File: src/rtl/vgp_pkg.sv
// vgp_pkg: shared constants of the voltmeter parallel port
// assumes: one 20 MHz clock, both ends in one clock domain
package vgp_pkg;
  localparam int          CLK_PERIOD_NS   = 50;
  // fastest sustained reading rate, one word every 10 us
  localparam int          RDG_PERIOD_NS   = 10000;
  localparam int          RDG_PERIOD_CYC  = RDG_PERIOD_NS / CLK_PERIOD_NS;
  // device register address of the data-buffer access path
  localparam logic [15:0] ADDR_DATA_BUF   = 16'h0004;
  localparam logic [15:0] ADDR_RESET      = 16'h0000;
  // host register indices on the plain port
  localparam logic [3:0]  HREG_CTRL       = 4'h0;
  localparam logic [3:0]  HREG_WORD_OUT   = 4'h1;
  localparam logic [3:0]  HREG_READ_GO    = 4'h2;
  localparam logic [3:0]  HREG_WORD_IN    = 4'h3;
  localparam logic [3:0]  HREG_LINK_STAT  = 4'h4;
  localparam logic [3:0]  HREG_INT_STAT   = 4'h5;
  localparam logic [3:0]  HREG_INT_CLR    = 4'h6;
  localparam logic [3:0]  HREG_INT_EN     = 4'h7;
  // control register fields
  localparam int          CTRL_ADSEL_BIT  = 0;
  localparam int          CTRL_TRIG_BIT   = 1;
  localparam int          CTRL_PERIPHERAL_PRESENT_LINE_BIT   = 2;
  localparam logic [2:0]  CTRL_RESET      = 3'h0;
  // interrupt status, clear and enable fields
  localparam int          INT_EIR_BIT     = 0;
  localparam int          INT_DONE_BIT    = 1;
  localparam int          INT_PERIPHERAL_PRESENT_LINE_BIT    = 2;
  localparam logic [2:0]  INT_RESET       = 3'h0;
endpackage
File: src/rtl/vgp_if.sv
// vgp_if: the parallel cable between host card and voltmeter
// assumes: plain logic levels, no tristate, shared clk_sys
`timescale 1ns/10ps
`default_nettype none
interface vgp_if;
  logic [15:0] dout;                     // host to device word
  logic [15:0] din;                      // device to host word
  logic        host_strobe_line_n;       // low starts a transfer
  logic        peripheral_ack_line;      // high: ready or data valid
  logic        io_dir_read;              // high: host receives
  logic        addr_data_select_n;       // low: word is an address
  logic        host_trigger_line;        // trigger level from host
  logic        peripheral_present_line;  // device powered and cabled
  logic        ext_intr;                 // device interrupt, high
  logic        end_of_scan_status;
  logic        reading_available_status;
  modport dev (
    input  dout, host_strobe_line_n, io_dir_read, addr_data_select_n, host_trigger_line,
    output din, peripheral_ack_line, peripheral_present_line, ext_intr,
    output end_of_scan_status, reading_available_status
  );
  modport host (
    output dout, host_strobe_line_n, io_dir_read, addr_data_select_n, host_trigger_line,
    input  din, peripheral_ack_line, peripheral_present_line, ext_intr,
    input  end_of_scan_status, reading_available_status
  );
endinterface
`default_nettype wire

File: src/rtl/vgp_dev.sv
// vgp_dev: voltmeter end of the parallel port, reading buffer
// assumes: readings arrive packed, host keeps the full handshake
//
// Contract
// - select low marks written word as address
// - address 4 selects the reading buffer
// - select high again permits buffer reads
// - trigger line edge makes scan/measure/stop trigger
// - scan source port, falling slope starts scan
// - host forwards interrupt only when enabled
// - device raises interrupt line high
// - sustain 100k readings per second
// - every transfer waits for internal bus
// - readings leave in packed raw form
// - readings reach port only when destination
// - host status error bit reports or ignores
// - words move by full-mode handshake
// - strobe falls to start, rises to acknowledge
// - ack line shows data valid or accepted
// - device drives sixteen data lines on reads
// - two status lines always driven
//
// Strobed register access and the placing of the registers were left to the implementer.
`timescale 1ns/10ps
`default_nettype none
module vgp_dev #(
  parameter int DEPTH = 16,
  parameter int AW    = 4
) (
  input  wire logic        clk_sys,
  input  wire logic        resetn,
  vgp_if.dev               lnk,
  input  wire logic        rdg_valid,
  input  wire logic [15:0] rdg_data,
  input  wire logic        dest_is_port,
  input  wire logic        scan_trigger_source,
  input  wire logic        scan_trigger_slope,
  input  wire logic        meas_trigger_source,
  input  wire logic        meas_trigger_slope,
  input  wire logic        stop_trigger_source,
  input  wire logic        stop_trigger_slope,
  input  wire logic        notify_end_mode,
  input  wire logic        notify_dav_mode,
  input  wire logic        scan_done,
  input  wire logic        intr_enable,
  input  wire logic        ibus_busy,
  output logic             rdg_ready,
  output logic             scan_trig,
  output logic             meas_trig,
  output logic             stop_trig,
  output logic             buf_overflow
);

  typedef enum logic [1:0] {
    VGP_IDLE = 2'b00,
    VGP_WAIT = 2'b01,
    VGP_HOLD = 2'b10
  } vgp_state_t;

  vgp_state_t          state_reg;
  vgp_state_t          state_next;
  logic [15:0]         mem [DEPTH];
  logic [AW-1:0]       wp_reg;
  logic [AW-1:0]       rp_reg;
  logic [AW:0]         cnt_reg;
  logic [15:0]         addr_reg;
  logic [15:0]         din_reg;
  logic                ack_reg;
  logic                strobe_prev_reg;
  logic                trig_prev_reg;
  logic                eos_reg;
  logic                avail_reg;
  logic                intr_reg;
  logic                present_reg;

  ////////////////////////////////////////////////////////////////////////
  // edge selection by slope: high selects high-to-low
  function automatic logic edge_hit(input logic slope_hl, input logic rise, input logic fall);
    edge_hit = slope_hl ? fall : rise;
  endfunction

  ////////////////////////////////////////////////////////////////////////
  // decode of handshake and buffer conditions
  wire         strobe_fall = strobe_prev_reg & ~lnk.host_strobe_line_n;
  wire         buf_empty   = (cnt_reg == '0);
  wire         buf_full    = (cnt_reg == (AW+1)'(DEPTH));
  wire         buf_sel     = (addr_reg == vgp_pkg::ADDR_DATA_BUF);
  wire         bus_go      = (state_reg == VGP_WAIT) & ~ibus_busy;
  wire         is_read     = lnk.io_dir_read;
  wire         addr_wr     = bus_go & ~is_read & ~lnk.addr_data_select_n;
  wire         pop         = bus_go & is_read & lnk.addr_data_select_n & buf_sel & ~buf_empty;
  wire         push        = rdg_valid & dest_is_port & ~buf_full;
  wire         trig_rise   = ~trig_prev_reg & lnk.host_trigger_line;
  wire         trig_fall   = trig_prev_reg & ~lnk.host_trigger_line;
  wire [AW:0]  cnt_after   = cnt_reg + (AW+1)'(push) - (AW+1)'(pop);

  ////////////////////////////////////////////////////////////////////////
  // handshake state machine
  always_comb
  begin
    state_next = state_reg;
    case (state_reg)
      VGP_IDLE:
      begin
        if (strobe_fall)
          state_next = VGP_WAIT;
      end
      VGP_WAIT:
      begin
        // hold off until internal bus free
        if (!ibus_busy)
          state_next = VGP_HOLD;
      end
      VGP_HOLD:
      begin
        if (lnk.host_strobe_line_n)
          state_next = VGP_IDLE;
      end
      default:
        state_next = VGP_IDLE;
    endcase
  end

  always_ff @(posedge clk_sys or negedge resetn)
  begin
    if (!resetn)
      state_reg <= VGP_IDLE;
    else
      state_reg <= state_next;
  end

  ////////////////////////////////////////////////////////////////////////
  // ack line, address capture and read word
  always_ff @(posedge clk_sys or negedge resetn)
  begin
    if (!resetn)
    begin
      ack_reg         <= 1'b1;
      strobe_prev_reg <= 1'b1;
      addr_reg        <= vgp_pkg::ADDR_RESET;
      din_reg         <= 16'h0000;
    end
    else
    begin
      strobe_prev_reg <= lnk.host_strobe_line_n;
      // busy after strobe, ready when done
      // ack high marks valid or accepted
      if (strobe_fall && state_reg == VGP_IDLE)
        ack_reg <= 1'b0;
      else if (bus_go)
        ack_reg <= 1'b1;
      // select low makes word an address
      if (addr_wr)
        addr_reg <= lnk.dout;
      if (bus_go && is_read)
        din_reg <= pop ? mem[rp_reg] : 16'h0000;
    end
  end

  ////////////////////////////////////////////////////////////////////////
  // reading buffer, oldest first
  always_ff @(posedge clk_sys)
  begin
    if (push)
      mem[wp_reg] <= rdg_data;
  end

  always_ff @(posedge clk_sys or negedge resetn)
  begin
    if (!resetn)
    begin
      wp_reg       <= '0;
      rp_reg       <= '0;
      cnt_reg      <= '0;
      rdg_ready    <= 1'b0;
      buf_overflow <= 1'b0;
    end
    else
    begin
      // one pop per handshake, few cycles each
      if (push)
        wp_reg <= wp_reg + AW'(1);
      if (pop)
        rp_reg <= rp_reg + AW'(1);
      cnt_reg      <= cnt_after;
      rdg_ready    <= (cnt_after != (AW+1)'(DEPTH));
      // lost reading when buffer cannot take it
      if (rdg_valid && dest_is_port && buf_full)
        buf_overflow <= 1'b1;
    end
  end

  ////////////////////////////////////////////////////////////////////////
  // trigger decode from host trigger line
  always_ff @(posedge clk_sys or negedge resetn)
  begin
    if (!resetn)
    begin
      trig_prev_reg <= 1'b1;
      scan_trig     <= 1'b0;
      meas_trig     <= 1'b0;
      stop_trig     <= 1'b0;
    end
    else
    begin
      trig_prev_reg <= lnk.host_trigger_line;
      // falling edge with hl slope starts scan
      scan_trig <= scan_trigger_source & edge_hit(scan_trigger_slope, trig_rise, trig_fall);
      meas_trig <= meas_trigger_source & edge_hit(meas_trigger_slope, trig_rise, trig_fall);
      stop_trig <= stop_trigger_source & edge_hit(stop_trigger_slope, trig_rise, trig_fall);
    end
  end

  ////////////////////////////////////////////////////////////////////////
  // status lines and interrupt
  always_ff @(posedge clk_sys or negedge resetn)
  begin
    if (!resetn)
    begin
      eos_reg     <= 1'b0;
      avail_reg   <= 1'b0;
      intr_reg    <= 1'b0;
      present_reg <= 1'b0;
    end
    else
    begin
      present_reg <= 1'b1;
      // end of scan held until buffer drained
      if (scan_done && notify_end_mode)
        eos_reg <= 1'b1;
      else if (cnt_after == '0)
        eos_reg <= 1'b0;
      avail_reg <= notify_dav_mode & (cnt_after != '0);
      intr_reg <= intr_enable &
                  ((scan_done & notify_end_mode) | eos_reg | (notify_dav_mode & (cnt_after != '0)));
    end
  end

  ////////////////////////////////////////////////////////////////////////
  // cable outputs, all from flops
  assign lnk.din                      = din_reg;
  assign lnk.peripheral_ack_line      = ack_reg;
  assign lnk.peripheral_present_line  = present_reg;
  assign lnk.ext_intr                 = intr_reg;
  assign lnk.end_of_scan_status       = eos_reg;
  assign lnk.reading_available_status = avail_reg;

endmodule
`default_nettype wire

File: src/flat_wrapper.sv
// flat-port wrapper written by rule: the top's interface ports become plain ports
module vgp_dev_flat 
#(
  parameter int DEPTH = 16,
  parameter int AW    = 4
)
  (clk_sys, resetn, rdg_valid, rdg_data, dest_is_port, scan_trigger_source, scan_trigger_slope, meas_trigger_source, meas_trigger_slope, stop_trigger_source, stop_trigger_slope, notify_end_mode, notify_dav_mode, scan_done, intr_enable, ibus_busy, rdg_ready, scan_trig, meas_trig, stop_trig, buf_overflow, lnk_dout, lnk_host_strobe_line_n, lnk_io_dir_read, lnk_addr_data_select_n, lnk_host_trigger_line, lnk_din, lnk_peripheral_ack_line, lnk_peripheral_present_line, lnk_ext_intr, lnk_end_of_scan_status, lnk_reading_available_status);
  vgp_if lnk_i ();
  input  wire logic clk_sys;
  input  wire logic resetn;
  input  wire logic rdg_valid;
  input  wire logic [15:0] rdg_data;
  input  wire logic dest_is_port;
  input  wire logic scan_trigger_source;
  input  wire logic scan_trigger_slope;
  input  wire logic meas_trigger_source;
  input  wire logic meas_trigger_slope;
  input  wire logic stop_trigger_source;
  input  wire logic stop_trigger_slope;
  input  wire logic notify_end_mode;
  input  wire logic notify_dav_mode;
  input  wire logic scan_done;
  input  wire logic intr_enable;
  input  wire logic ibus_busy;
  output logic rdg_ready;
  output logic scan_trig;
  output logic meas_trig;
  output logic stop_trig;
  output logic buf_overflow;
  input wire logic [$bits(lnk_i.dout)-1:0] lnk_dout;
  input wire logic [$bits(lnk_i.host_strobe_line_n)-1:0] lnk_host_strobe_line_n;
  input wire logic [$bits(lnk_i.io_dir_read)-1:0] lnk_io_dir_read;
  input wire logic [$bits(lnk_i.addr_data_select_n)-1:0] lnk_addr_data_select_n;
  input wire logic [$bits(lnk_i.host_trigger_line)-1:0] lnk_host_trigger_line;
  output wire logic [$bits(lnk_i.din)-1:0] lnk_din;
  output wire logic [$bits(lnk_i.peripheral_ack_line)-1:0] lnk_peripheral_ack_line;
  output wire logic [$bits(lnk_i.peripheral_present_line)-1:0] lnk_peripheral_present_line;
  output wire logic [$bits(lnk_i.ext_intr)-1:0] lnk_ext_intr;
  output wire logic [$bits(lnk_i.end_of_scan_status)-1:0] lnk_end_of_scan_status;
  output wire logic [$bits(lnk_i.reading_available_status)-1:0] lnk_reading_available_status;
  assign lnk_i.dout = lnk_dout;
  assign lnk_i.host_strobe_line_n = lnk_host_strobe_line_n;
  assign lnk_i.io_dir_read = lnk_io_dir_read;
  assign lnk_i.addr_data_select_n = lnk_addr_data_select_n;
  assign lnk_i.host_trigger_line = lnk_host_trigger_line;
  assign lnk_din = lnk_i.din;
  assign lnk_peripheral_ack_line = lnk_i.peripheral_ack_line;
  assign lnk_peripheral_present_line = lnk_i.peripheral_present_line;
  assign lnk_ext_intr = lnk_i.ext_intr;
  assign lnk_end_of_scan_status = lnk_i.end_of_scan_status;
  assign lnk_reading_available_status = lnk_i.reading_available_status;
  vgp_dev #(.DEPTH(DEPTH), .AW(AW)) u_core (.clk_sys(clk_sys), .resetn(resetn), .lnk(lnk_i), .rdg_valid(rdg_valid), .rdg_data(rdg_data), .dest_is_port(dest_is_port), .scan_trigger_source(scan_trigger_source), .scan_trigger_slope(scan_trigger_slope), .meas_trigger_source(meas_trigger_source), .meas_trigger_slope(meas_trigger_slope), .stop_trigger_source(stop_trigger_source), .stop_trigger_slope(stop_trigger_slope), .notify_end_mode(notify_end_mode), .notify_dav_mode(notify_dav_mode), .scan_done(scan_done), .intr_enable(intr_enable), .ibus_busy(ibus_busy), .rdg_ready(rdg_ready), .scan_trig(scan_trig), .meas_trig(meas_trig), .stop_trig(stop_trig), .buf_overflow(buf_overflow));
endmodule
File: config.mk
export PLATFORM = sky130hd
export DESIGN_NAME = vgp_dev_flat
export DESIGN_NICKNAME = d
export VERILOG_FILES = /design/src/rtl/vgp_pkg.sv /design/src/rtl/vgp_if.sv /design/src/rtl/vgp_dev.sv /design/src/flat_wrapper.sv
export SDC_FILE = /design/constraint.sdc
export NUM_CORES = 1
export LEC_CHECK = 0
export BUFFER_PORTS_ARGS = -buffer_cell sky130_fd_sc_hd__buf_2
export CAP_MARGIN = 20
export CORE_UTILIZATION = 57
export CTS_BUF_LIST = sky130_fd_sc_hd__clkbuf_4
export DETAILED_ROUTE_END_ITERATION = 10
export GPL_ROUTABILITY_DRIVEN = 0
export PLACE_DENSITY = 0.79
export RECOVER_POWER = 25
export SLEW_MARGIN = 25
export SYNTH_ARGS = -nofsm -noshare
export SYNTH_HDL_FRONTEND = slang
export SYNTH_SLANG_ARGS = --single-unit
File: constraint.sdc
create_clock -name clk_sys -period 3.4 [get_ports clk_sys]
set_input_delay 0.34 -clock clk_sys [delete_from_list [all_inputs] [get_ports clk_sys]]
set_output_delay 0.34 -clock clk_sys [all_outputs]
set_load 0.01 [all_outputs]
* After elaboration in Yosys (flattened, before gate mapping)
Memory sizes are Yosys's and may differ from the RTL's.
Index checks and enable logic that the tools add are counted.
** Storage, ports and cells
- Latch bits :: 0
- Bits in registers :: 59
- Output and inout bits :: 26
- Bits of input ports :: 51
- ROM bits :: 0
- Memories kept :: 1
- RAM bits :: 256
- Word-level logic and storage cells :: 85
** Memories
- u_core.mem :: words 16, width 16, read ports 1, clocked after memory_dff 0, write ports 1, line vgp_dev.sv:62 : logic [15:0] mem [DEPTH];
** Cells by class
- $add $sub $neg :: 4
- Reductions and logical operators :: 12
- Bitwise gates (word level) :: 28
- Eq/ne operators :: 8
- $mul :: 0
- Shift operators :: 0
- Mux-type cells :: 14
- Div/mod/pow operators :: 0
- $lt $le $gt $ge :: 0
** Operators by type and width (count)
- $and 1x1->1 :: 18
- $eq 16x3->1 const B :: 1
- $mux 16 :: 1
- $logic_not 5->1 :: 2
- $mux 1 :: 9
- $add 4x1->4 const B :: 2
- $not 1->1 :: 8
- $mux 2 :: 3
- $pmux 2 s3 :: 1
- $add 5x1->5 :: 1
- $eq 5x5->1 const B :: 1
- $logic_and 1x1->1 :: 5
- $ne 5x5->1 const B :: 1
- $reduce_bool 5->1 :: 1
- $sub 5x1->5 :: 1
- $ne 2x2->1 const B :: 2
- $reduce_bool 2->1 :: 2
- $reduce_and 3->1 :: 1
- $eq 2x1->1 const B :: 1
- $eq 2x2->1 const B :: 1
- $logic_not 2->1 :: 1
- $ne 2x1->1 const B :: 1
- $or 1x1->1 :: 2

* Depth between registers and ports, before layout
- Word-level depth :: 11
- Mapped depth :: 16
- Gate-level depth less buffers :: 15

* Worst setup path after synthesis
Ideal clock, no wire load.
- Path kind :: register to register
- From :: reg u_core.addr_reg[0]
- To :: reg u_core.eos_reg, in the netlist u_core.lnk.end_of_scan_status
- Buffers on the path :: 1
- Library setup time :: 138 ps
- Data required time :: 3262 ps
- Setup slack :: -178 ps
- Clock period less this slack :: 3578 ps
- Arrival :: 3440 ps
- Cell stages (with the launch flop) :: 15
- Cells stage by stage :: dfrtp_1 > or4b_1 > or4_4 > nor3_4 > buf_4 > ha_1 > inv_1 > ha_1 > inv_1 > fa_1 > nand2b_1 > a21oi_1 > xnor2_1 > nor4_1 > o21ai_0
** On the way
- Cells in the longest elaborated chain, start to end :: 6
** RTL lines
- from (decl) :: line vgp_dev.sv:66 : logic [15:0] addr_reg;
- from (signal assigned) :: line vgp_dev.sv:140 : addr_reg <= vgp_pkg::ADDR_RESET;
- from (signal assigned) :: line vgp_dev.sv:154 : addr_reg <= lnk.dout;
- $eq 16x3->1 :: line vgp_dev.sv:87 : wire buf_sel = (addr_reg == vgp_pkg::ADDR_DATA_BUF);
- $and 1x1->1 (2 in a row) :: line vgp_dev.sv:91 : wire pop = bus_go & is_read & lnk.addr_data_select_n & buf_sel & ~buf_empty;
- via u_core.pop :: line vgp_dev.sv:91
- $sub 5x1->5 :: line vgp_dev.sv:95 : wire [AW:0] cnt_after = cnt_reg + (AW+1)'(push) - (AW+1)'(pop);
- via u_core.cnt_after[4] :: line vgp_dev.sv:95
- $logic_not 5->1 :: line vgp_dev.sv:231 : else if (cnt_after == '0)
- $reduce_bool 2->1 (no source line)
- to (signal assigned) :: line vgp_dev.sv:220 : eos_reg <= 1'b0;
- to (signal assigned) :: line vgp_dev.sv:230 : eos_reg <= 1'b1;
- to (signal assigned) :: line vgp_dev.sv:232 : eos_reg <= 1'b0;
- to (decl) :: line vgp_dev.sv:71 : logic eos_reg;
The timed path passes the listed nets, and every way through them passes these cells.
A chain may end at the register's enable or synchronous reset.

* Final worst setup path
- From :: reg u_core.addr_reg[0]
- To :: reg u_core.eos_reg, in the netlist u_core.lnk.end_of_scan_status
** On the way
- Cells in the longest elaborated chain, start to end :: 6
** RTL lines (line)
- $eq 16x3->1 :: vgp_dev.sv:87
- $and 1x1->1 (2 in a row) :: vgp_dev.sv:91
- $sub 5x1->5 :: vgp_dev.sv:95
- via u_core.cnt_after[4] :: vgp_dev.sv:95
- $logic_not 5->1 :: vgp_dev.sv:231
- $reduce_bool 2->1 (no source line)
The timed path passes the listed nets, and every way through them passes these cells.

==> results by group <==
Worst setup path
  – Max stage delay on crit path: 0.53 ns
  – R2R cell count: 14
  – CP arrival: 3.87 ns
  – Crit path kind: reg2reg
  – Worst R2R End: u_core.lnk.end_of_scan_status
  – Crit path cell chain: or4b_1 > or4_4 > nor3_4 > ha_1 > inv_1 > ha_2 > inv_2 > fa_2 > nand2b_4 > a21oi_4 > xnor2_2 > nor4_2 > buf_4 > o21ai_2
  – CP endpoint kind: register
  – Crit-path slowest cell: or4b_1
  – CP max FO: 3
  – CP Buf/Inv Count: 3
  – FF-to-FF setup slack: 0.11 ns
  – Critical path required time: about 4 ns
  – Setup crit start: u_core.addr_reg[0]
  – Startpoint Class: register
  – CP delay by family, top: simple AND/OR/NAND/NOR gates
  – FF-to-FF Start: u_core.addr_reg[0]

Synth
  – Yosys warnings: 0
  – Ranking of synthesized cells by area: edfxtp_1 62%, dfrtp_1 11%, mux2i_1 10%, nor2_1 2.0%, o22ai_1 1.7%
  – Post-synthesis sequential area ratio: 0.7409
  – #FFs+latches synth: around 320
  – Syn_nets: 840
  – Yosys top cell by area: edfxtp_1
  – Yosys cell types: 42
  – EDFF count, synth: 256
  – Syn Inst Count: 777
  – Fraction of registers with async set/reset: 0.1873
  – Synth top area share: 0.6213
  – Dominant synthesized flop cell: edfxtp_1
  – Mapped Area: 12,370 sq um
  – Syn Area/Cell: approximately 16 sq um

Drt
  – Met3 wire len: 1.764 mm
  – DRT iter0 DRCs: 600
  – DRC Markers: 0
  – Uppermost layer routed: met4
  – Post-Route WL: 26.95 mm
  – Via density: 5.642
  – Antenna-violating nets left: 0
  – DR vias: 7,425
  – Met2 WL: between 10 and 15 mm
  – DR WL/cell: ~20 um
  – Initial DRT Pass Iterations: 5
  – Metal1 wirelength: 10.62 mm

Pwr
  – VDD IR max: 0.3589 mV
  – Leak: approximately 5.2 nW
  – PwrDens: 619.0 nW/um^2

Layout
  – Share of post-route cells with drive strength above 1: 0.2620
  – Util after Layout: 0.7010
  – Number of fill cells: 1,353
  – Nets: 1,036
  – Area delta synth->final: 19.85%
  – Max FFs per register: 256
  – FF/Latch Area: 9173 sq um
  – Area of the multi-input gates: 3092 sq um

Floorplan
  – Rows: 53
  – Die height: 149.3 um
  – I/O pin total: 77
  – Die footprint: 22,300 sq um
  – Initial Utilization: 0.5849
  – Die extent in x: 149.3 um
  – Core Region: 21,150 sq um

Global routing
  – Initial antenna violation count: 2
  – First-pass GRT wire length: roughly 41 mm
  – Gr usage total: 0.2534
  – Pin count of the biggest net entering global routing: 42
  – Congestion Overflow GR: 0
  – Vias in the first global route: 7,685

CTS
  – Clk buf depth: 3
  – Clock root cell: clkbuf_4
  – Worst-path clk slew: 0.07 ns
  – Clock Latency Late Sink: 0.70 ns
  – Cts bufs inserted: 77
  – CTS tree: built
  – CTS H-tree lvls: 3
  – CTS sink cnt: between 300 and 400

Timing
  – Fin crit share: 0.9666
  – Setup violators final: 0
  – RSZ-0062 raised after global routing: true
  – Worst Setup Slack, final: 0.1137 ns
  – Least-Margin Pin Slew: around 1.1 ns
  – Final Hold Viols: 0
  – Max_slew headroom: 0.2643
  – Max Clk Rate: 304.3 MHz
  – Crit path time final: around 3.3 ns
  – Worst Clk Skew: 0.04415 ns
  – Final Max Tran Viols: 0

Placed design
  – DP HPWL: 15.12 mm
  – I/O Buffers: 76
  – DP Worst Slack: -0.1326 ns

Worst hold path
  – Worst Hold Class: in2reg
  – Hold EP: u_core.wp_reg[0]
  – Hold wc startpoint: rdg_valid
  – Hold path cells: 5

Run
  – Max cap viols: 0

Run status
  – Status: finished, final reports clean
-- worst reg2reg max path, delay by kind of cell, from the launching register on --
family,cells,cell delay [ns]
simple gates,5,1.42
fa+ha+maj,3,0.79
flops,1,0.38
buf+inv,3,0.28
compound gates,2,0.21
xor+xnor,1,0.10
-- Yosys cell counts (2+ instances only) --
cell	count
edfxtp_1	256
nor2b_1	3
mux2_1	3
o21ai_1	16
nor2_1	65
mux2i_1	128
and2_1	3
nand2_1	34
buf_2	10
xnor2_1	7
mux2_2	14
clkbuf_1	20
xor2_1	3
nand4_1	2
nand2b_1	9
a21oi_1	3
ha_1	11
inv_1	12
dfstp_2	3
o21ai_0	24
o41ai_1	16
nor3_1	21
nor4_1	3
buf_1	6
o22ai_1	33
dfrtp_1	56
-- layout make-up --
class / count / share of cell area
sequential: 315 / 0.6185
multi-input combinational: 412 / 0.2085
timing repair buffer: 155 / 0.07315
clock buffer: 121 / 0.06126
tap: 275 / 0.02320
clock inverter: 23 / 0.01181
inverter: 12 / 0.003037
antenna: 3 / 0.0005062
-- power by group --
part           switching [mW]  internal, mW
Combinational           0.658         0.511
Clock                    1.45          1.85
Sequential              0.180          4.52
-- repair_timing --
item / CTS / global route
gates cloned: 0 / 0
setup endpoints to repair: 3 / 3
endpoints found under the hold margin: 200 / 0
pin swaps: 5 / 1
hold buffers: 46 / 0
buffers inserted: 2 / 1
gates resized for setup: 9 / 1
-- cells by family (layout without fill, tap and decap cells) --
logic type | count (synthesis) | count (layout) | share of synthesized area
xor+xnor | 10 | 10 | 0.007079
fa+ha+maj | 12 | 12 | 0.01274
simple gates | 149 | 149 | 0.05552
mux | 145 | 145 | 0.1190
other cells | 1 | 4 | 0.0003031
compound gates | 95 | 95 | 0.04733
flops | 315 | 315 | 0.7409
buf+inv | 50 | 311 | 0.01709
-- placed cells by master (no fill, tap or decap), types with 3 or more instances in the layout --
| cell type | n |
|---|---|
| edfxtp_1 | 256 |
| mux2i_1 | 128 |
| clkbuf_4 | 121 |
| buf_2 | 63 |
| dfrtp_1 | 54 |
| nor2_1 | 53 |
| dlygate4sd3_1 | 46 |
| nand2_1 | 34 |
| o22ai_1 | 32 |
| buf_4 | 32 |
| o21ai_0 | 23 |
| nor3_1 | 17 |
| clkinv_1 | 17 |
| o41ai_1 | 16 |
| o21ai_1 | 16 |
| mux2_2 | 14 |
| clkbuf_1 | 13 |
| nor2_2 | 12 |
| inv_1 | 11 |
| ha_1 | 10 |
| nand2b_1 | 8 |
| xnor2_1 | 6 |
| nor3_2 | 4 |
| diode_2 | 3 |
| xor2_1 | 3 |
| nor2b_1 | 3 |
| and2_1 | 3 |
| mux2_1 | 3 |
| bufinv_16 | 3 |
| dfstp_2 | 3 |
-- layer usage --
layer	up-vias	track usage
li1	3397	-
met1	3651	0.3147
met2	310	0.4144
met3	67	0.05841
met4	0	0.1357
met5	-	0
-- worst max-delay path by stage --
stage,endpoint,cells past startpoint
floorplan,u_core.lnk.end_of_scan_status,14
global placement,u_core.lnk.end_of_scan_status,13
detailed placement,u_core.lnk.end_of_scan_status,13
CTS,u_core.lnk.ext_intr,14
global route,u_core.lnk.end_of_scan_status,14
finish,u_core.lnk.end_of_scan_status,14
-- metrics by stage --
stage          TNS (ns)  instances  cell area (sq um)  hold slack, ns  power, mW
4_1_cts        -0.02306       1312              14820        0.001926      9.158
2_1_floorplan         0        777              12380         0.04441      5.371
3_3_place_gp          0       1120              13230          0.3137      5.679
6_report              0       1316              14830          0.1342      9.179
5_1_grt         -0.1560       1316              14830          0.1568      9.580
3_5_place_dp    -0.2668       1120              13230          0.3149      5.741
No activity file was read; power rests on OpenSTA's default activity.
